## config.mk

```make
export PLATFORM = sky130hd
export DESIGN_NAME = gpps_port_ctrl
export DESIGN_NICKNAME = d
export VERILOG_FILES = /design/src/logic/gpps_pkg.sv /design/src/logic/gpps_port_ctrl.sv
export SDC_FILE = /design/constraint.sdc
export NUM_CORES = 1
export LEC_CHECK = 0
export BUFFER_PORTS_ARGS = -buffer_cell sky130_fd_sc_hd__buf_2
export CAP_MARGIN = 40
export CORE_AREA = 2 2 263 265
export CTS_CLUSTER_SIZE = 14
export DETAILED_ROUTE_END_ITERATION = 7
export DIE_AREA = 0 0 265 267
export PLACE_DENSITY = 0.71
export SYNTH_ARGS = -nofsm -noshare
export SYNTH_HDL_FRONTEND = slang
export SYNTH_SLANG_ARGS = --single-unit
```

## constraint.sdc

```tcl
create_clock -name CLOCK_I -period 4.1 [get_ports CLOCK_I]
set_input_delay 0.82 -clock CLOCK_I [delete_from_list [all_inputs] [get_ports CLOCK_I]]
set_output_delay 0.82 -clock CLOCK_I [all_outputs]
set_load 0.02 [all_outputs]
```

## src/logic/gpps_pkg.sv

```systemverilog
// Package for the general-purpose I/O port block with pin-shared function selection.
// Assumes an 8-bit data-memory style register port with one-cycle read and write strobes.
package gpps_pkg;

  // Port counts and widths
  localparam int NUM_PORTS  = 8;
  localparam int PORT_WIDTH = 8;
  localparam int ADDR_WIDTH = 6;

  // Register index bases: per port five registers (data, direction, pull-high, select lo, select hi)
  localparam logic [5:0] OFS_DATA_BASE = 6'h00;  // port n data at 0x00 + n
  localparam logic [5:0] OFS_DIR_BASE  = 6'h08;  // port n direction at 0x08 + n
  localparam logic [5:0] OFS_PU_BASE   = 6'h10;  // port n pull-high at 0x10 + n
  localparam logic [5:0] OFS_WAKE      = 6'h18;  // first port wake enables
  localparam logic [5:0] OFS_FSEL_BASE = 6'h20;  // port n select lo at 0x20+2n, hi at 0x21+2n
  localparam logic [5:0] OFS_IROUTE    = 6'h30;  // input route select

  // Reset values
  localparam logic [7:0] RST_DATA  = 8'hFF;
  localparam logic [7:0] RST_DIR   = 8'hFF;  // All pins input after reset
  localparam logic [7:0] RST_PU    = 8'h00;
  localparam logic [7:0] RST_WAKE  = 8'h00;
  localparam logic [7:0] RST_FSEL  = 8'h00;  // Every field selects plain I/O
  localparam logic [7:0] RST_ROUTE = 8'h00;

  // Implemented bit masks, field codes and idle read value
  localparam logic [7:0] IROUTE_MASK  = 8'h3F;  // Bits 5..0 only
  localparam logic [7:0] PORTD_HI_MSK = 8'h3F;  // Upper selection register of port D
  localparam logic [1:0] FSEL_GPIO    = 2'h0;
  localparam logic [1:0] DIR_OUTPUT   = 2'h0;
  localparam logic [7:0] RDATA_IDLE   = 8'h00;

endpackage : gpps_pkg

```

## src/logic/gpps_port_ctrl.sv

```systemverilog
// Top of the I/O port block: data latches, direction, pull-high, first-port wake-up,
// output-function selection per pin and the input route select register.
// Assumes a single-cycle 8-bit register port and asynchronous pin inputs.
// Operation
// - Direction bit: 0 output, 1 input
// - Input pin read returns pin level
// - Output pin read returns latch contents
// - Pull-high enable bit per pin
// - Pull-high only for input or open-drain
// - Per-pin wake enable on first port
// - Falling edge on enabled pin wakes
// - Wake only for GPIO in power-down
// - Unimplemented bits read as zero
// - Output-function and input-route selection registers
// - Input route uses bits five to zero
// - Latch holds value; inputs sampled live
// - Two-bit fields per pin, reset GPIO
module gpps_port_ctrl #(
  parameter int NPORT = gpps_pkg::NUM_PORTS,
  parameter int PW    = gpps_pkg::PORT_WIDTH
) (
  // Clock and reset
  input  wire logic                                    CLOCK_I,
  input  wire logic                                    RESET_N_I,
  // Register port
  input  wire logic [gpps_pkg::ADDR_WIDTH-1:0]         REG_ADDR_I,
  input  wire logic                                    REG_WR_I,
  input  wire logic                                    REG_RD_I,
  input  wire logic [7:0]                              REG_WDATA_I,
  output logic      [7:0]                              REG_RDATA_O,
  // Pins
  input  wire logic [NPORT*PW-1:0]                     PIN_IN_I,
  output logic      [NPORT*PW-1:0]                     PIN_OUT_O,
  output logic      [NPORT*PW-1:0]                     PIN_OE_O,
  output logic      [NPORT*PW-1:0]                     PIN_PULLUP_O,
  // Function selection to peripherals, open-drain mode from them
  input  wire logic [NPORT*PW-1:0]                     PIN_OPEN_DRAIN_I,
  output logic      [2*NPORT*PW-1:0]                   FUNC_SEL_O,
  output logic      [5:0]                              INPUT_ROUTE_O,
  // Power management
  input  wire logic                                    POWER_DOWN_I,
  output logic                                         WAKE_REQ_O
);

  localparam int NP = NPORT * PW;

  // Register storage, indexed by port
  logic [PW-1:0] latch_q [NPORT];
  logic [PW-1:0] dir_q   [NPORT];
  logic [PW-1:0] pu_q    [NPORT];
  logic [7:0]    fsel_q  [2*NPORT];
  logic [PW-1:0] wake_q;
  logic [7:0]    route_q;

  // Pin synchroniser stages and previous level for edge detection
  logic [NP-1:0] sync1_q;
  logic [NP-1:0] sync2_q;
  logic [PW-1:0] wake_prev_q;
  logic [PW-1:0] wake_hit;

  // Decoded register hits
  logic [NPORT-1:0]   hit_data;
  logic [NPORT-1:0]   hit_dir;
  logic [NPORT-1:0]   hit_pu;
  logic [2*NPORT-1:0] hit_fsel;
  wire                hit_wake  = (REG_ADDR_I == gpps_pkg::OFS_WAKE);
  wire                hit_route = (REG_ADDR_I == gpps_pkg::OFS_IROUTE);

  // Per-port read values and pin side
  logic [7:0] rd_data [NPORT];
  logic [7:0] rd_dir  [NPORT];
  logic [7:0] rd_pu   [NPORT];
  logic [7:0] rd_fsel [2*NPORT];
  logic [NP-1:0] out_d;
  logic [NP-1:0] oe_d;
  logic [NP-1:0] pu_d;
  logic [NP-1:0] gpio_sel;

  genvar gp;
  genvar gb;
  generate
    for (gp = 0; gp < NPORT; gp++) begin : g_port
      assign hit_data[gp] = (REG_ADDR_I == gpps_pkg::OFS_DATA_BASE + 6'(gp));
      assign hit_dir[gp]  = (REG_ADDR_I == gpps_pkg::OFS_DIR_BASE + 6'(gp));
      assign hit_pu[gp]   = (REG_ADDR_I == gpps_pkg::OFS_PU_BASE + 6'(gp));
      assign hit_fsel[2*gp]   = (REG_ADDR_I == gpps_pkg::OFS_FSEL_BASE + 6'(2*gp));
      assign hit_fsel[2*gp+1] = (REG_ADDR_I == gpps_pkg::OFS_FSEL_BASE + 6'(2*gp+1));
      assign rd_dir[gp]  = 8'(dir_q[gp]);
      assign rd_pu[gp]   = 8'(pu_q[gp]);
      assign rd_fsel[2*gp]   = fsel_q[2*gp];
      assign rd_fsel[2*gp+1] = fsel_q[2*gp+1];

      // Per-pin data path
      for (gb = 0; gb < PW; gb++) begin : g_bit
        localparam int N = gp*PW + gb;
        wire [1:0] fld = (gb < 4) ? fsel_q[2*gp][2*(gb%4) +: 2] : fsel_q[2*gp+1][2*(gb%4) +: 2];
        wire is_in = dir_q[gp][gb];
        assign gpio_sel[N] = (fld == gpps_pkg::FSEL_GPIO);
        // Input shows the synchronised pin, output shows the latch
        assign rd_data[gp][gb] = is_in ? sync2_q[N] : latch_q[gp][gb];
        assign out_d[N] = latch_q[gp][gb];
        // Open drain only pulls low; otherwise push-pull under the direction bit
        assign oe_d[N]  = !is_in && (!PIN_OPEN_DRAIN_I[N] || !latch_q[gp][gb]);
        // Pull-high only on an input or an open-drain output
        assign pu_d[N]  = pu_q[gp][gb] && (is_in || PIN_OPEN_DRAIN_I[N]);
        assign FUNC_SEL_O[2*N +: 2] = fld;
      end
    end
  endgenerate

  // Falling edges on first-port pins, qualified by GPIO selection and power-down
  assign wake_hit = wake_prev_q & ~sync2_q[PW-1:0] & wake_q & gpio_sel[PW-1:0]
                    & {PW{POWER_DOWN_I}};

  // Read mux; unmapped addresses and missing bits return zero
  logic [7:0] rdata_d;
  always_comb begin
    rdata_d = gpps_pkg::RDATA_IDLE;
    for (int i = 0; i < NPORT; i++) begin
      if (hit_data[i]) begin
        rdata_d = rd_data[i];
      end
      if (hit_dir[i]) begin
        rdata_d = rd_dir[i];
      end
      if (hit_pu[i]) begin
        rdata_d = rd_pu[i];
      end
    end
    for (int j = 0; j < 2*NPORT; j++) begin
      if (hit_fsel[j]) begin
        rdata_d = rd_fsel[j];
      end
    end
    if (hit_wake) begin
      rdata_d = 8'(wake_q);
    end
    if (hit_route) begin
      rdata_d = route_q;
    end
  end

  // Two-stage synchroniser; only the second stage feeds reads and edge detection
  always_ff @(posedge CLOCK_I or negedge RESET_N_I) begin
    if (!RESET_N_I) begin
      sync1_q     <= '0;
      sync2_q     <= '0;
      wake_prev_q <= '0;
    end else begin
      sync1_q     <= PIN_IN_I;
      sync2_q     <= sync1_q;
      wake_prev_q <= sync2_q[PW-1:0];
    end
  end

  // Port registers; latches change only on a write
  always_ff @(posedge CLOCK_I or negedge RESET_N_I) begin
    if (!RESET_N_I) begin
      for (int i = 0; i < NPORT; i++) begin
        latch_q[i] <= PW'(gpps_pkg::RST_DATA);
        dir_q[i]   <= PW'(gpps_pkg::RST_DIR);
        pu_q[i]    <= PW'(gpps_pkg::RST_PU);
      end
    end else begin
      for (int i = 0; i < NPORT; i++) begin
        if (REG_WR_I && hit_data[i]) begin
          latch_q[i] <= REG_WDATA_I[PW-1:0];
        end
        if (REG_WR_I && hit_dir[i]) begin
          dir_q[i] <= REG_WDATA_I[PW-1:0];
        end
        if (REG_WR_I && hit_pu[i]) begin
          pu_q[i] <= REG_WDATA_I[PW-1:0];
        end
      end
    end
  end

  // Selection, wake and route registers
  always_ff @(posedge CLOCK_I or negedge RESET_N_I) begin
    if (!RESET_N_I) begin
      for (int j = 0; j < 2*NPORT; j++) begin
        fsel_q[j] <= gpps_pkg::RST_FSEL;
      end
      wake_q  <= PW'(gpps_pkg::RST_WAKE);
      route_q <= gpps_pkg::RST_ROUTE;
    end else begin
      for (int j = 0; j < 2*NPORT; j++) begin
        if (REG_WR_I && hit_fsel[j]) begin
          // Port D upper selector has only three fields
          fsel_q[j] <= (j == 7) ? (REG_WDATA_I & gpps_pkg::PORTD_HI_MSK) : REG_WDATA_I;
        end
      end
      if (REG_WR_I && hit_wake) begin
        wake_q <= REG_WDATA_I[PW-1:0];
      end
      if (REG_WR_I && hit_route) begin
        route_q <= REG_WDATA_I & gpps_pkg::IROUTE_MASK;
      end
    end
  end

  // Registered outputs; read data is held from the cycle after the strobe
  always_ff @(posedge CLOCK_I or negedge RESET_N_I) begin
    if (!RESET_N_I) begin
      REG_RDATA_O   <= gpps_pkg::RDATA_IDLE;
      PIN_OUT_O     <= '0;
      PIN_OE_O      <= '0;
      PIN_PULLUP_O  <= '0;
      INPUT_ROUTE_O <= '0;
      WAKE_REQ_O    <= 1'b0;
    end else begin
      if (REG_RD_I) begin
        REG_RDATA_O <= rdata_d;
      end
      PIN_OUT_O     <= out_d;
      PIN_OE_O      <= oe_d;
      PIN_PULLUP_O  <= pu_d;
      INPUT_ROUTE_O <= route_q[5:0];
      WAKE_REQ_O    <= |wake_hit;
    end
  end

endmodule : gpps_port_ctrl

```

### Word-level counts from Yosys, hierarchy flattened

Cells that the tools add are included.

| storage, ports and cells | value |
|---|---|
| register bits after elaboration | 675 |
| latch bits | 0 |
| RAM bits | 0 |
| bits in read-only memories | 0 |
| bits of input ports | 147 |
| output and inout port bits | 335 |
| logic and storage cells | 703 |
| memories kept | 0 |

| operators by class | value |
|---|---|
| $add $sub $neg | 0 |
| $mul | 0 |
| divide/modulo/power cells | 0 |
| $lt $le $gt $ge | 0 |
| equality and inequality tests | 41 |
| shift-type cells | 0 |
| muxes and demuxes | 106 |
| bitwise logic cells | 5 |
| reductions and logical operators | 500 |

Operators by type and width:

| operator | number |
|---|---|
| $mux 8 | 42 |
| $logic_not 1->1 | 192 |
| $logic_and 1x1->1 | 170 |
| $logic_or 1x1->1 | 128 |
| $eq 6x6->1 const B | 17 |
| $mux 1 | 64 |
| $eq 6x5->1 const B | 9 |
| $eq 6x4->1 const B | 8 |
| $and 8x8->8 | 4 |
| $eq 6x3->1 const B | 4 |
| $logic_not 2->1 | 8 |
| $eq 6x2->1 const B | 2 |
| $not 8->8 | 1 |
| $reduce_or 8->1 | 1 |
| $eq 6x1->1 const B | 1 |
| $logic_not 6->1 | 1 |

### Depth between registers and ports, before layout

Gate-level depths: netlist of run 1.

| depth | value |
|---|---|
| word-level depth | 43 |
| gate-level depth with buffers | 11 |
| mapped depth without buffers | 7 |

### Worst setup path before layout of run 1

No wires, ideal clock.

| timing | value |
|---|---|
| path type | input to register |
| start | in REG_ADDR_I[0] in the netlist's numbering |
| end | reg REG_RDATA_O[3] |
| data arrival time | 2.553 ns |
| required time | 3.975 ns |
| slack | 1.421 ns |
| cell stages on the path | 7 |
| path through | or4_1 -> buf_2 -> or3_1 -> a2111oi_2 -> o21ai_1 -> a211oi_1 -> nor3_1 |

| on the way | value |
|---|---|
| word-level cells in the longest chain between the ends | 43 |

Ends and longest elaborated chain:

| what | line | text |
|---|---|---|
| start, declared | gpps_port_ctrl.sv:26 | `input wire logic [gpps_pkg::ADDR_WIDTH-1:0] REG_ADDR_I,` |
| $logic_not 6->1 | gpps_port_ctrl.sv:83 | `assign hit_data[gp] = (REG_ADDR_I == gpps_pkg::OFS_DATA_BASE + 6'(gp));` |
| $mux 8 | gpps_port_ctrl.sv:120 | `if (hit_data[i]) begin` |
| $mux 8 | gpps_port_ctrl.sv:123 | `if (hit_dir[i]) begin` |
| $mux 8 | gpps_port_ctrl.sv:126 | `if (hit_pu[i]) begin` |
| $mux 8 | gpps_port_ctrl.sv:120 |  |
| $mux 8 | gpps_port_ctrl.sv:123 |  |
| $mux 8 | gpps_port_ctrl.sv:126 |  |
| $mux 8 | gpps_port_ctrl.sv:120 |  |
| (+12 left out) | - |  |
| $mux 8 | gpps_port_ctrl.sv:123 |  |
| $mux 8 | gpps_port_ctrl.sv:126 |  |
| $mux 8 | gpps_port_ctrl.sv:120 |  |
| $mux 8 | gpps_port_ctrl.sv:123 |  |
| $mux 8 | gpps_port_ctrl.sv:126 |  |
| $mux 8 (16 in series) | gpps_port_ctrl.sv:131 | `if (hit_fsel[j]) begin` |
| $mux 8 | gpps_port_ctrl.sv:135 | `if (hit_wake) begin` |
| $mux 8 * | gpps_port_ctrl.sv:138 | `if (hit_route) begin` |
| end signal, assigned | gpps_port_ctrl.sv:206 | `REG_RDATA_O <= gpps_pkg::RDATA_IDLE;` |
| end signal, assigned | gpps_port_ctrl.sv:214 | `REG_RDATA_O <= rdata_d;` |
| end, declared | gpps_port_ctrl.sv:30 | `output logic [7:0] REG_RDATA_O,` |

Mark *: on every way between the ends. The rest lies on a longest branch, timed or not.
A chain may end at the register's enable or synchronous reset.

### Final worst setup path of run 1

| timing | value |
|---|---|
| start | in REG_ADDR_I[4] in the netlist's numbering |
| end | reg REG_RDATA_O[6] |

The elaborated chain is that of the path after synthesis.

==> flow_metrics.env, run 1 <==
export IMPL_fp_row_count=96
export IMPL_track_usage_pct=28.40
export IMPL_antenna_found_initial=6
export IMPL_core_mm2=0.06799
export IMPL_fill_cells=5942
export IMPL_reg2reg_slack_ps=1410
export IMPL_syn_inst=1971
export IMPL_powerDensity_mw_per_mm2=537.6
export IMPL_syn_to_final_growth_pct=23.02
export IMPL_relSlewSlack_pct=35.67
export IMPL_synthArstFlopShare_pct=100.0
export IMPL_hold_slack_ps=73.20
export IMPL_ys_seq_area_share_pct=63.39
export IMPL_power_frac_comb_pct=14.2
export IMPL_yosysWarnings=0
export IMPL_hp_class="primary input to asynchronous set/reset pin"
export IMPL_yosysTopAreaCell="dfrtp_1"
export IMPL_critPathSlowestCell="nor2b_2"
export IMPL_synth_top_area_share_pct=50.89
export IMPL_h_tree_depth=3
export IMPL_ir_drop_mv=0.3507
export IMPL_grt_overflow=0
export IMPL_synth_area_mux_share_pct=15.42
export IMPL_hpwl_um=76780
export IMPL_dpl_cell_area_mm2=0.03059
export IMPL_min_period_ps=3298
export IMPL_setup_viol=0
export IMPL_crit_chain="buf_2 > nor2b_2 > nand2_4 > o221a_1 > a2111oi_0 > nand3_1 > a31oi_1 > o31ai_1"
export IMPL_grt_util_met2_pct=45.81
export IMPL_synth_edf_count=0
export IMPL_wire_per_inst_um=29.37
export IMPL_clk_latency_ps=650
export IMPL_hold_viol=0
export IMPL_fin_skew_ps=56.22
export IMPL_cts_sinks=675
export IMPL_postCtsSetupRepairBufs=0
export IMPL_pwr_share_seq_pct=47.3
export IMPL_synthXorXnorAreaFrac_pct=0
export IMPL_cts_clk_slew_worst_paths_ps=70
export IMPL_switching_share_pct=29.12
export IMPL_cts_root_buf="clkbuf_16"
export IMPL_firstDrtPassIters=6
export IMPL_netlist_area_mm2=0.02690
export IMPL_endpoint_kind="flop"
export IMPL_start_util_pct=39.57
export IMPL_finalSetupTns_ps=0
export IMPL_final_area_mm2=0.03309
export IMPL_die_w_um=265
export IMPL_fmax_mhz=303.2
export IMPL_cpPeakStageDelay_ps=850
export IMPL_synth_top_family_by_area="multiplexers"
export IMPL_syn_avg_cell_area_um2=13.65
export IMPL_drive_gt1_share_pct=46.05
export IMPL_gp_congestion=0.9862
export IMPL_vias=20220
export IMPL_synthTopCellsByArea="dfrtp_1, mux2_2, dfstp_2"
export IMPL_routed_via_density=5.875
export IMPL_cts_inserted_buffers=73
export IMPL_clockPowerShare_pct=38.5
export IMPL_path_buf_inv=1
export IMPL_final_nets=2645
export IMPL_fp_dieArea_mm2=0.07076
export IMPL_ys_ff_latch=675
export IMPL_routed_wl_um=101100
export IMPL_cts_buffer_depth=3
export IMPL_p_switching_mw=5.180
export IMPL_crit_type="primary input to flop"
export IMPL_cts_resized=0
export IMPL_p_int_mw=12.61
export IMPL_global_route_usage_met3_pct=8.239
export IMPL_synth_fa_ha_area_share_pct=0
export IMPL_postRouteAntennaNets=0
export IMPL_p_leak_nw=15.46
export IMPL_drc_errors=0
export IMPL_grt_pass1_wl_um=146400
export IMPL_rsz0062_at_grt="false"
export IMPL_yosysMostFrequentCell="dfrtp_1"
export IMPL_worstMarginPinSlew_ps=960.6
export IMPL_synthDistinctLibCells=86
export IMPL_worstPathRequired_ps=4590
export IMPL_fp_dieH_um=267
export IMPL_first_iter_violations=2077
export IMPL_cpLargestDelayFamily="compound AO/OA/AOI/OAI gates"
export IMPL_worst_ep_arrival_time_ps=3790
export IMPL_portBuffers=479
export IMPL_start_kind="primary input"
export IMPL_synth_main_ff_cell="dfrtp_1"
export IMPL_fin_crit_sh_pct=80.45
export IMPL_cts_tree="yes"
export IMPL_grt_pass1_vias=20770
export IMPL_crit_path_max_fanout=16
export IMPL_synth_compound_area_share_pct=11.44
export IMPL_ios=482
export IMPL_synthSimpleGateAreaFrac_pct=7.545
export IMPL_cts_hold_buf=0
export IMPL_cap_violations=0
export IMPL_grt_max_degree=150
export IMPL_ys_top_cells_by_count="dfrtp_1, mux2_2, dfstp_2"
export IMPL_grtUsageMet1_pct=37.14
export IMPL_gr_max_usage_layer="met2"
export IMPL_slew_viol_final=0
export IMPL_status="finished, final reports clean"
## layout make-up
| type | count | area (um2) | area share [%] |
|---|---|---|---|
| clock buffer | 103 | 2091 | 6.318 |
| inverter | 21 | 78.83 | 0.2382 |
| clock inverter | 30 | 401.6 | 1.214 |
| multi-input combinational | 1179 | 9265 | 28.00 |
| timing repair buffer | 548 | 3090 | 9.339 |
| tap | 882 | 1104 | 3.335 |
| sequential | 675 | 17050 | 51.53 |
| antenna | 4 | 10.01 | 0.03025 |
## registers in the layout, summed over array words and instances (netlist names)
signal         count
INPUT_ROUTE_O      6
PIN_OE_O          64
PIN_OUT_O         64
PIN_PULLUP_O      64
wake_q             8
route_q            6
FUNC_SEL_O       126
latch_q           64
sync1_q           64
WAKE_REQ_O         1
dir_q             64
sync2_q           64
REG_RDATA_O        8
pu_q              64
wake_prev_q        8
## power by group through the flow
stage               Sequential, mW  Combinational, mW  Clock (mW)
detailed placement            8.51               2.52           0
global placement              8.50               2.45           0
CTS                           8.40               2.53        6.94
global route                  8.48               2.68        7.23
floorplan                     8.65              0.847           0
finish                        8.42               2.52        6.85
## metal layers
metal	up-vias	share of wire, %
li1	8388	-
met1	10500	40
met2	1150	47
met3	183	10
met4	2	2.8
met5	-	0.013
## cells in the final DEF, fill, tap and decap left out, drive strengths merged, types with 9 or more instances in the layout
| cell type | synthesis | layout |
|---|---|---|
| buf | 49 | 548 |
| dfrtp | 547 | 547 |
| mux2 | 345 | 345 |
| dfstp | 128 | 128 |
| a21oi | 116 | 116 |
| clkbuf | 48 | 103 |
| nand2 | 102 | 102 |
| o21a | 73 | 73 |
| o21ai | 66 | 66 |
| nor2 | 63 | 63 |
| nand3 | 50 | 50 |
| o22ai | 27 | 27 |
| inv | 20 | 25 |
| mux2i | 24 | 24 |
| nor3 | 23 | 23 |
| o221ai | 19 | 19 |
| a31oi | 17 | 17 |
| nor2b | 16 | 16 |
| o211ai | 15 | 15 |
| a2111oi | 15 | 15 |
| clkinv | 1 | 14 |
| o2111ai | 11 | 11 |
| a221oi | 11 | 11 |
| nor4b | 11 | 11 |
| a22oi | 10 | 10 |
| a211oi | 10 | 10 |
| nand2b | 9 | 9 |
| and3 | 9 | 9 |
| nor4 | 9 | 9 |
## worst paths after layout
kind                                             from                          to  cells after the start
worst max-delay path                    REG_ADDR_I[4]  REG_RDATA_O[6]$_DFFE_PN0P_                      8
worst min-delay path                        RESET_N_I  FUNC_SEL_O[35]$_DFFE_PN0P_                      1
worst max register to register  dir_q[22]$_DFFE_PN1P_  REG_RDATA_O[6]$_DFFE_PN0P_                      6
worst min register to register  sync1_q[12]$_DFF_PN0_       sync2_q[12]$_DFF_PN0_                      0
max in group asynchronous                   RESET_N_I     latch_q[63]$_DFFE_PN1P_                      3
min in group CLOCK_I                     PIN_IN_I[48]       sync1_q[48]$_DFF_PN0_                      1
## logic make-up (layout without fill, tap and decap cells)
family,count (synthesis),in the layout
flops,675,675
mux,370,370
compound gates,454,454
simple gates,353,353
other cells,1,6
buf+inv,118,702
## worst reg2reg max path, delay by kind of cell (launching register included)
kind            cells  cell delay [ps]
mux                 1              410
flops               1              610
simple gates        1              210
compound gates      4             1340
## stage by stage
stage / utilization, % / total power, mW / cells / worst slack, ps
after floorplan: - / 9.496 / 1972 / 1421
after global placement: 44.77 / 10.95 / 3298 / 274.9
after detailed placement: 44.99 / 11.02 / 3305 / 317.6
after CTS: 48.66 / 17.88 / 3438 / 982.7
after global routing: 48.66 / 18.38 / 3439 / 697.8
final: 48.67 / 17.79 / 3442 / 801.6
Power figures use the tool's default switching activity.
==> run 2, diff against run 1 <==
Clock period 4.1 ns to 3.25 ns, I/O delays scaled along.
==> flow_metrics.env, run 2 (synthesis results as in run 1) <==
export IMPL_setup_ws_ps=232.3
export IMPL_cts_inserted_buffers=72
export IMPL_final_area_mm2=0.03332
export IMPL_status="finished, final reports clean"
export IMPL_ios=482
export IMPL_endpoint_kind="flop"
export IMPL_fmax_mhz=331.4
export IMPL_h_tree_depth=3
export IMPL_slew_viol_final=0
export IMPL_p_leak_nw=15.64
export IMPL_postRouteAntennaNets=0
export IMPL_start_util_pct=39.57
export IMPL_drive_gt1_share_pct=47.13
export IMPL_crit_type="primary input to flop"
export IMPL_firstDrtPassIters=5
export IMPL_start_kind="primary input"
export IMPL_worst_ep_arrival_time_ps=3560
export IMPL_fin_skew_ps=35.94
export IMPL_setup_viol=0
export IMPL_layout_commonest_cell="dfrtp_1"
export IMPL_cpPeakStageDelay_ps=730
export IMPL_cts_buffer_depth=3
export IMPL_track_usage_pct=28.54
export IMPL_die_w_um=265
export IMPL_relSlewSlack_pct=43.12
export IMPL_first_iter_violations=2264
export IMPL_power_total_mw=22.11
export IMPL_gp_congestion=1.063
export IMPL_routed_via_density=5.852
export IMPL_routed_wl_um=101900
export IMPL_grt_pass1_wl_um=147200
export IMPL_cpLargestDelayFamily="compound AO/OA/AOI/OAI gates"
export IMPL_cts_clk_slew_worst_paths_ps=60
export IMPL_worstPathRequired_ps=3790
export IMPL_crit_path_max_fanout=35
export IMPL_most_common_layout_cells="dfrtp_1, buf_2, mux2_2"
export IMPL_wire_per_inst_um=29.22
export IMPL_min_period_ps=3018
export IMPL_hp_class="primary input to flop"
export IMPL_cts_root_buf="clkbuf_16"
export IMPL_final_cells=3488
export IMPL_place_ws_ps=-193.4
export IMPL_postCtsSetupRepairBufs=0
export IMPL_fp_dieH_um=267
export IMPL_fp_dieArea_mm2=0.07076
export IMPL_dp_cells=3349
export IMPL_drc_errors=0
export IMPL_clk_latency_ps=620
export IMPL_fin_crit_sh_pct=92.85
export IMPL_critPathSlowestCell="a2111oi_0"
export IMPL_ir_drop_mv=0.4052
export IMPL_core_mm2=0.06799
export IMPL_vias=20410
export IMPL_crit_start="REG_ADDR_I[2]"
export IMPL_crit_chain="buf_2 > buf_12 > or4_1 > nor2_2 > buf_4 > nand2_1 > o2bb2ai_1 > a2111oi_0 > o21ai_1 > a21oi_1"
export IMPL_hpwl_um=77890
export IMPL_antenna_found_initial=9
export IMPL_powerDensity_mw_per_mm2=663.5
export IMPL_dpl_cell_area_mm2=0.03091
export IMPL_largest_reg_flops=126
export IMPL_path_buf_inv=3
export IMPL_timing_rr_start="dir_q[30]$_DFFE_PN1P_"
export IMPL_grt_pass1_vias=20870
export IMPL_grt_max_degree=117
export IMPL_syn_to_final_growth_pct=23.86
export IMPL_final_nets=2689
export IMPL_worstMarginPinSlew_ps=831.7
export IMPL_cts_tree="yes"
export IMPL_hold_viol=0
export IMPL_cap_violations=0
export IMPL_rsz0062_at_grt="false"
export IMPL_cts_sinks=675
export IMPL_holdCritStartpoint="PIN_IN_I[36]"
export IMPL_fp_row_count=96
export IMPL_grt_overflow=0
export IMPL_portBuffers=479
-- run 2: changes by cell type in the layout (fill, tap and decap cells not counted), moves of 2 or more --
cell / change
clkbuf_8: -3
diode_2: +3
clkbuf_1: -8
clkinv_2: +10
bufinv_16: -2
clkbuf_16: -2
buf_4: +43
-- run 2: repair_timing --
item / CTS / global route
hold buffers: 1 / 0
resized for setup: 0 / 0
endpoints found under the hold margin: 34 / 0
-- run 2: path summary, 6_finish.rpt --
path	to	depth (start not counted)	slack, ps
setup / recovery	REG_RDATA_O[0]$_DFFE_PN0P_	10	230
max in group asynchronous	dir_q[44]$_DFFE_PN1P_	4	1590
hold / removal	sync1_q[36]$_DFF_PN0_	1	140
setup reg to reg	REG_RDATA_O[6]$_DFFE_PN0P_	7	670
hold reg to reg	sync2_q[17]$_DFF_PN0_	0	350
min in group asynchronous	INPUT_ROUTE_O[2]$_DFF_PN0_	2	530
-- run 2: power breakdown --
part | internal (mW) | switching, mW | total [mW]
clock | 4.81 | 3.42 | 8.23
combinational | 1.22 | 2.01 | 3.23
sequential | 9.56 | 1.08 | 10.6
total | 15.6 | 6.51 | 22.1
-- run 2: stage by stage --
step	TNS, ps	hold slack [ps]	utilization (%)
6_report	0	143.6	49.01
5_1_grt	0	130.4	48.99
4_1_cts	0	112.8	48.98
3_5_place_dp	-295.3	334.7	45.46
3_3_place_gp	-295.7	336.2	45.42
2_1_floorplan	0	331.2	-
-- run 2: worst register-to-register path, cell delays in order (launching register included) --
cell and delay, ps:
dfstp_2 600, mux2_2 410, nand3_1 140, o311ai_1 130
a2111oi_0 480, o21ai_1 240, a31oi_1 330, o31ai_1 120
-- run 2: layout make-up --
type | count | area (um2)
flip-flops and latches | 675 | 17050
well taps | 882 | 1104
repair buffers | 593 | 3420
clock inverters | 41 | 411.6
fillers | 5992 | 34670
multi-input cells | 1179 | 9265
inverters | 21 | 78.83
clock buffers | 90 | 1969
diodes | 7 | 17.52
-- run 2: routing by layer --
metal	global-route usage, %	vias up	routed length, um
met3	7.944	174	10390
met2	45.50	1177	48100
met4	9.177	0	3059
met1	37.80	10590	40390
li1	-	8468	-
met5	0	-	0
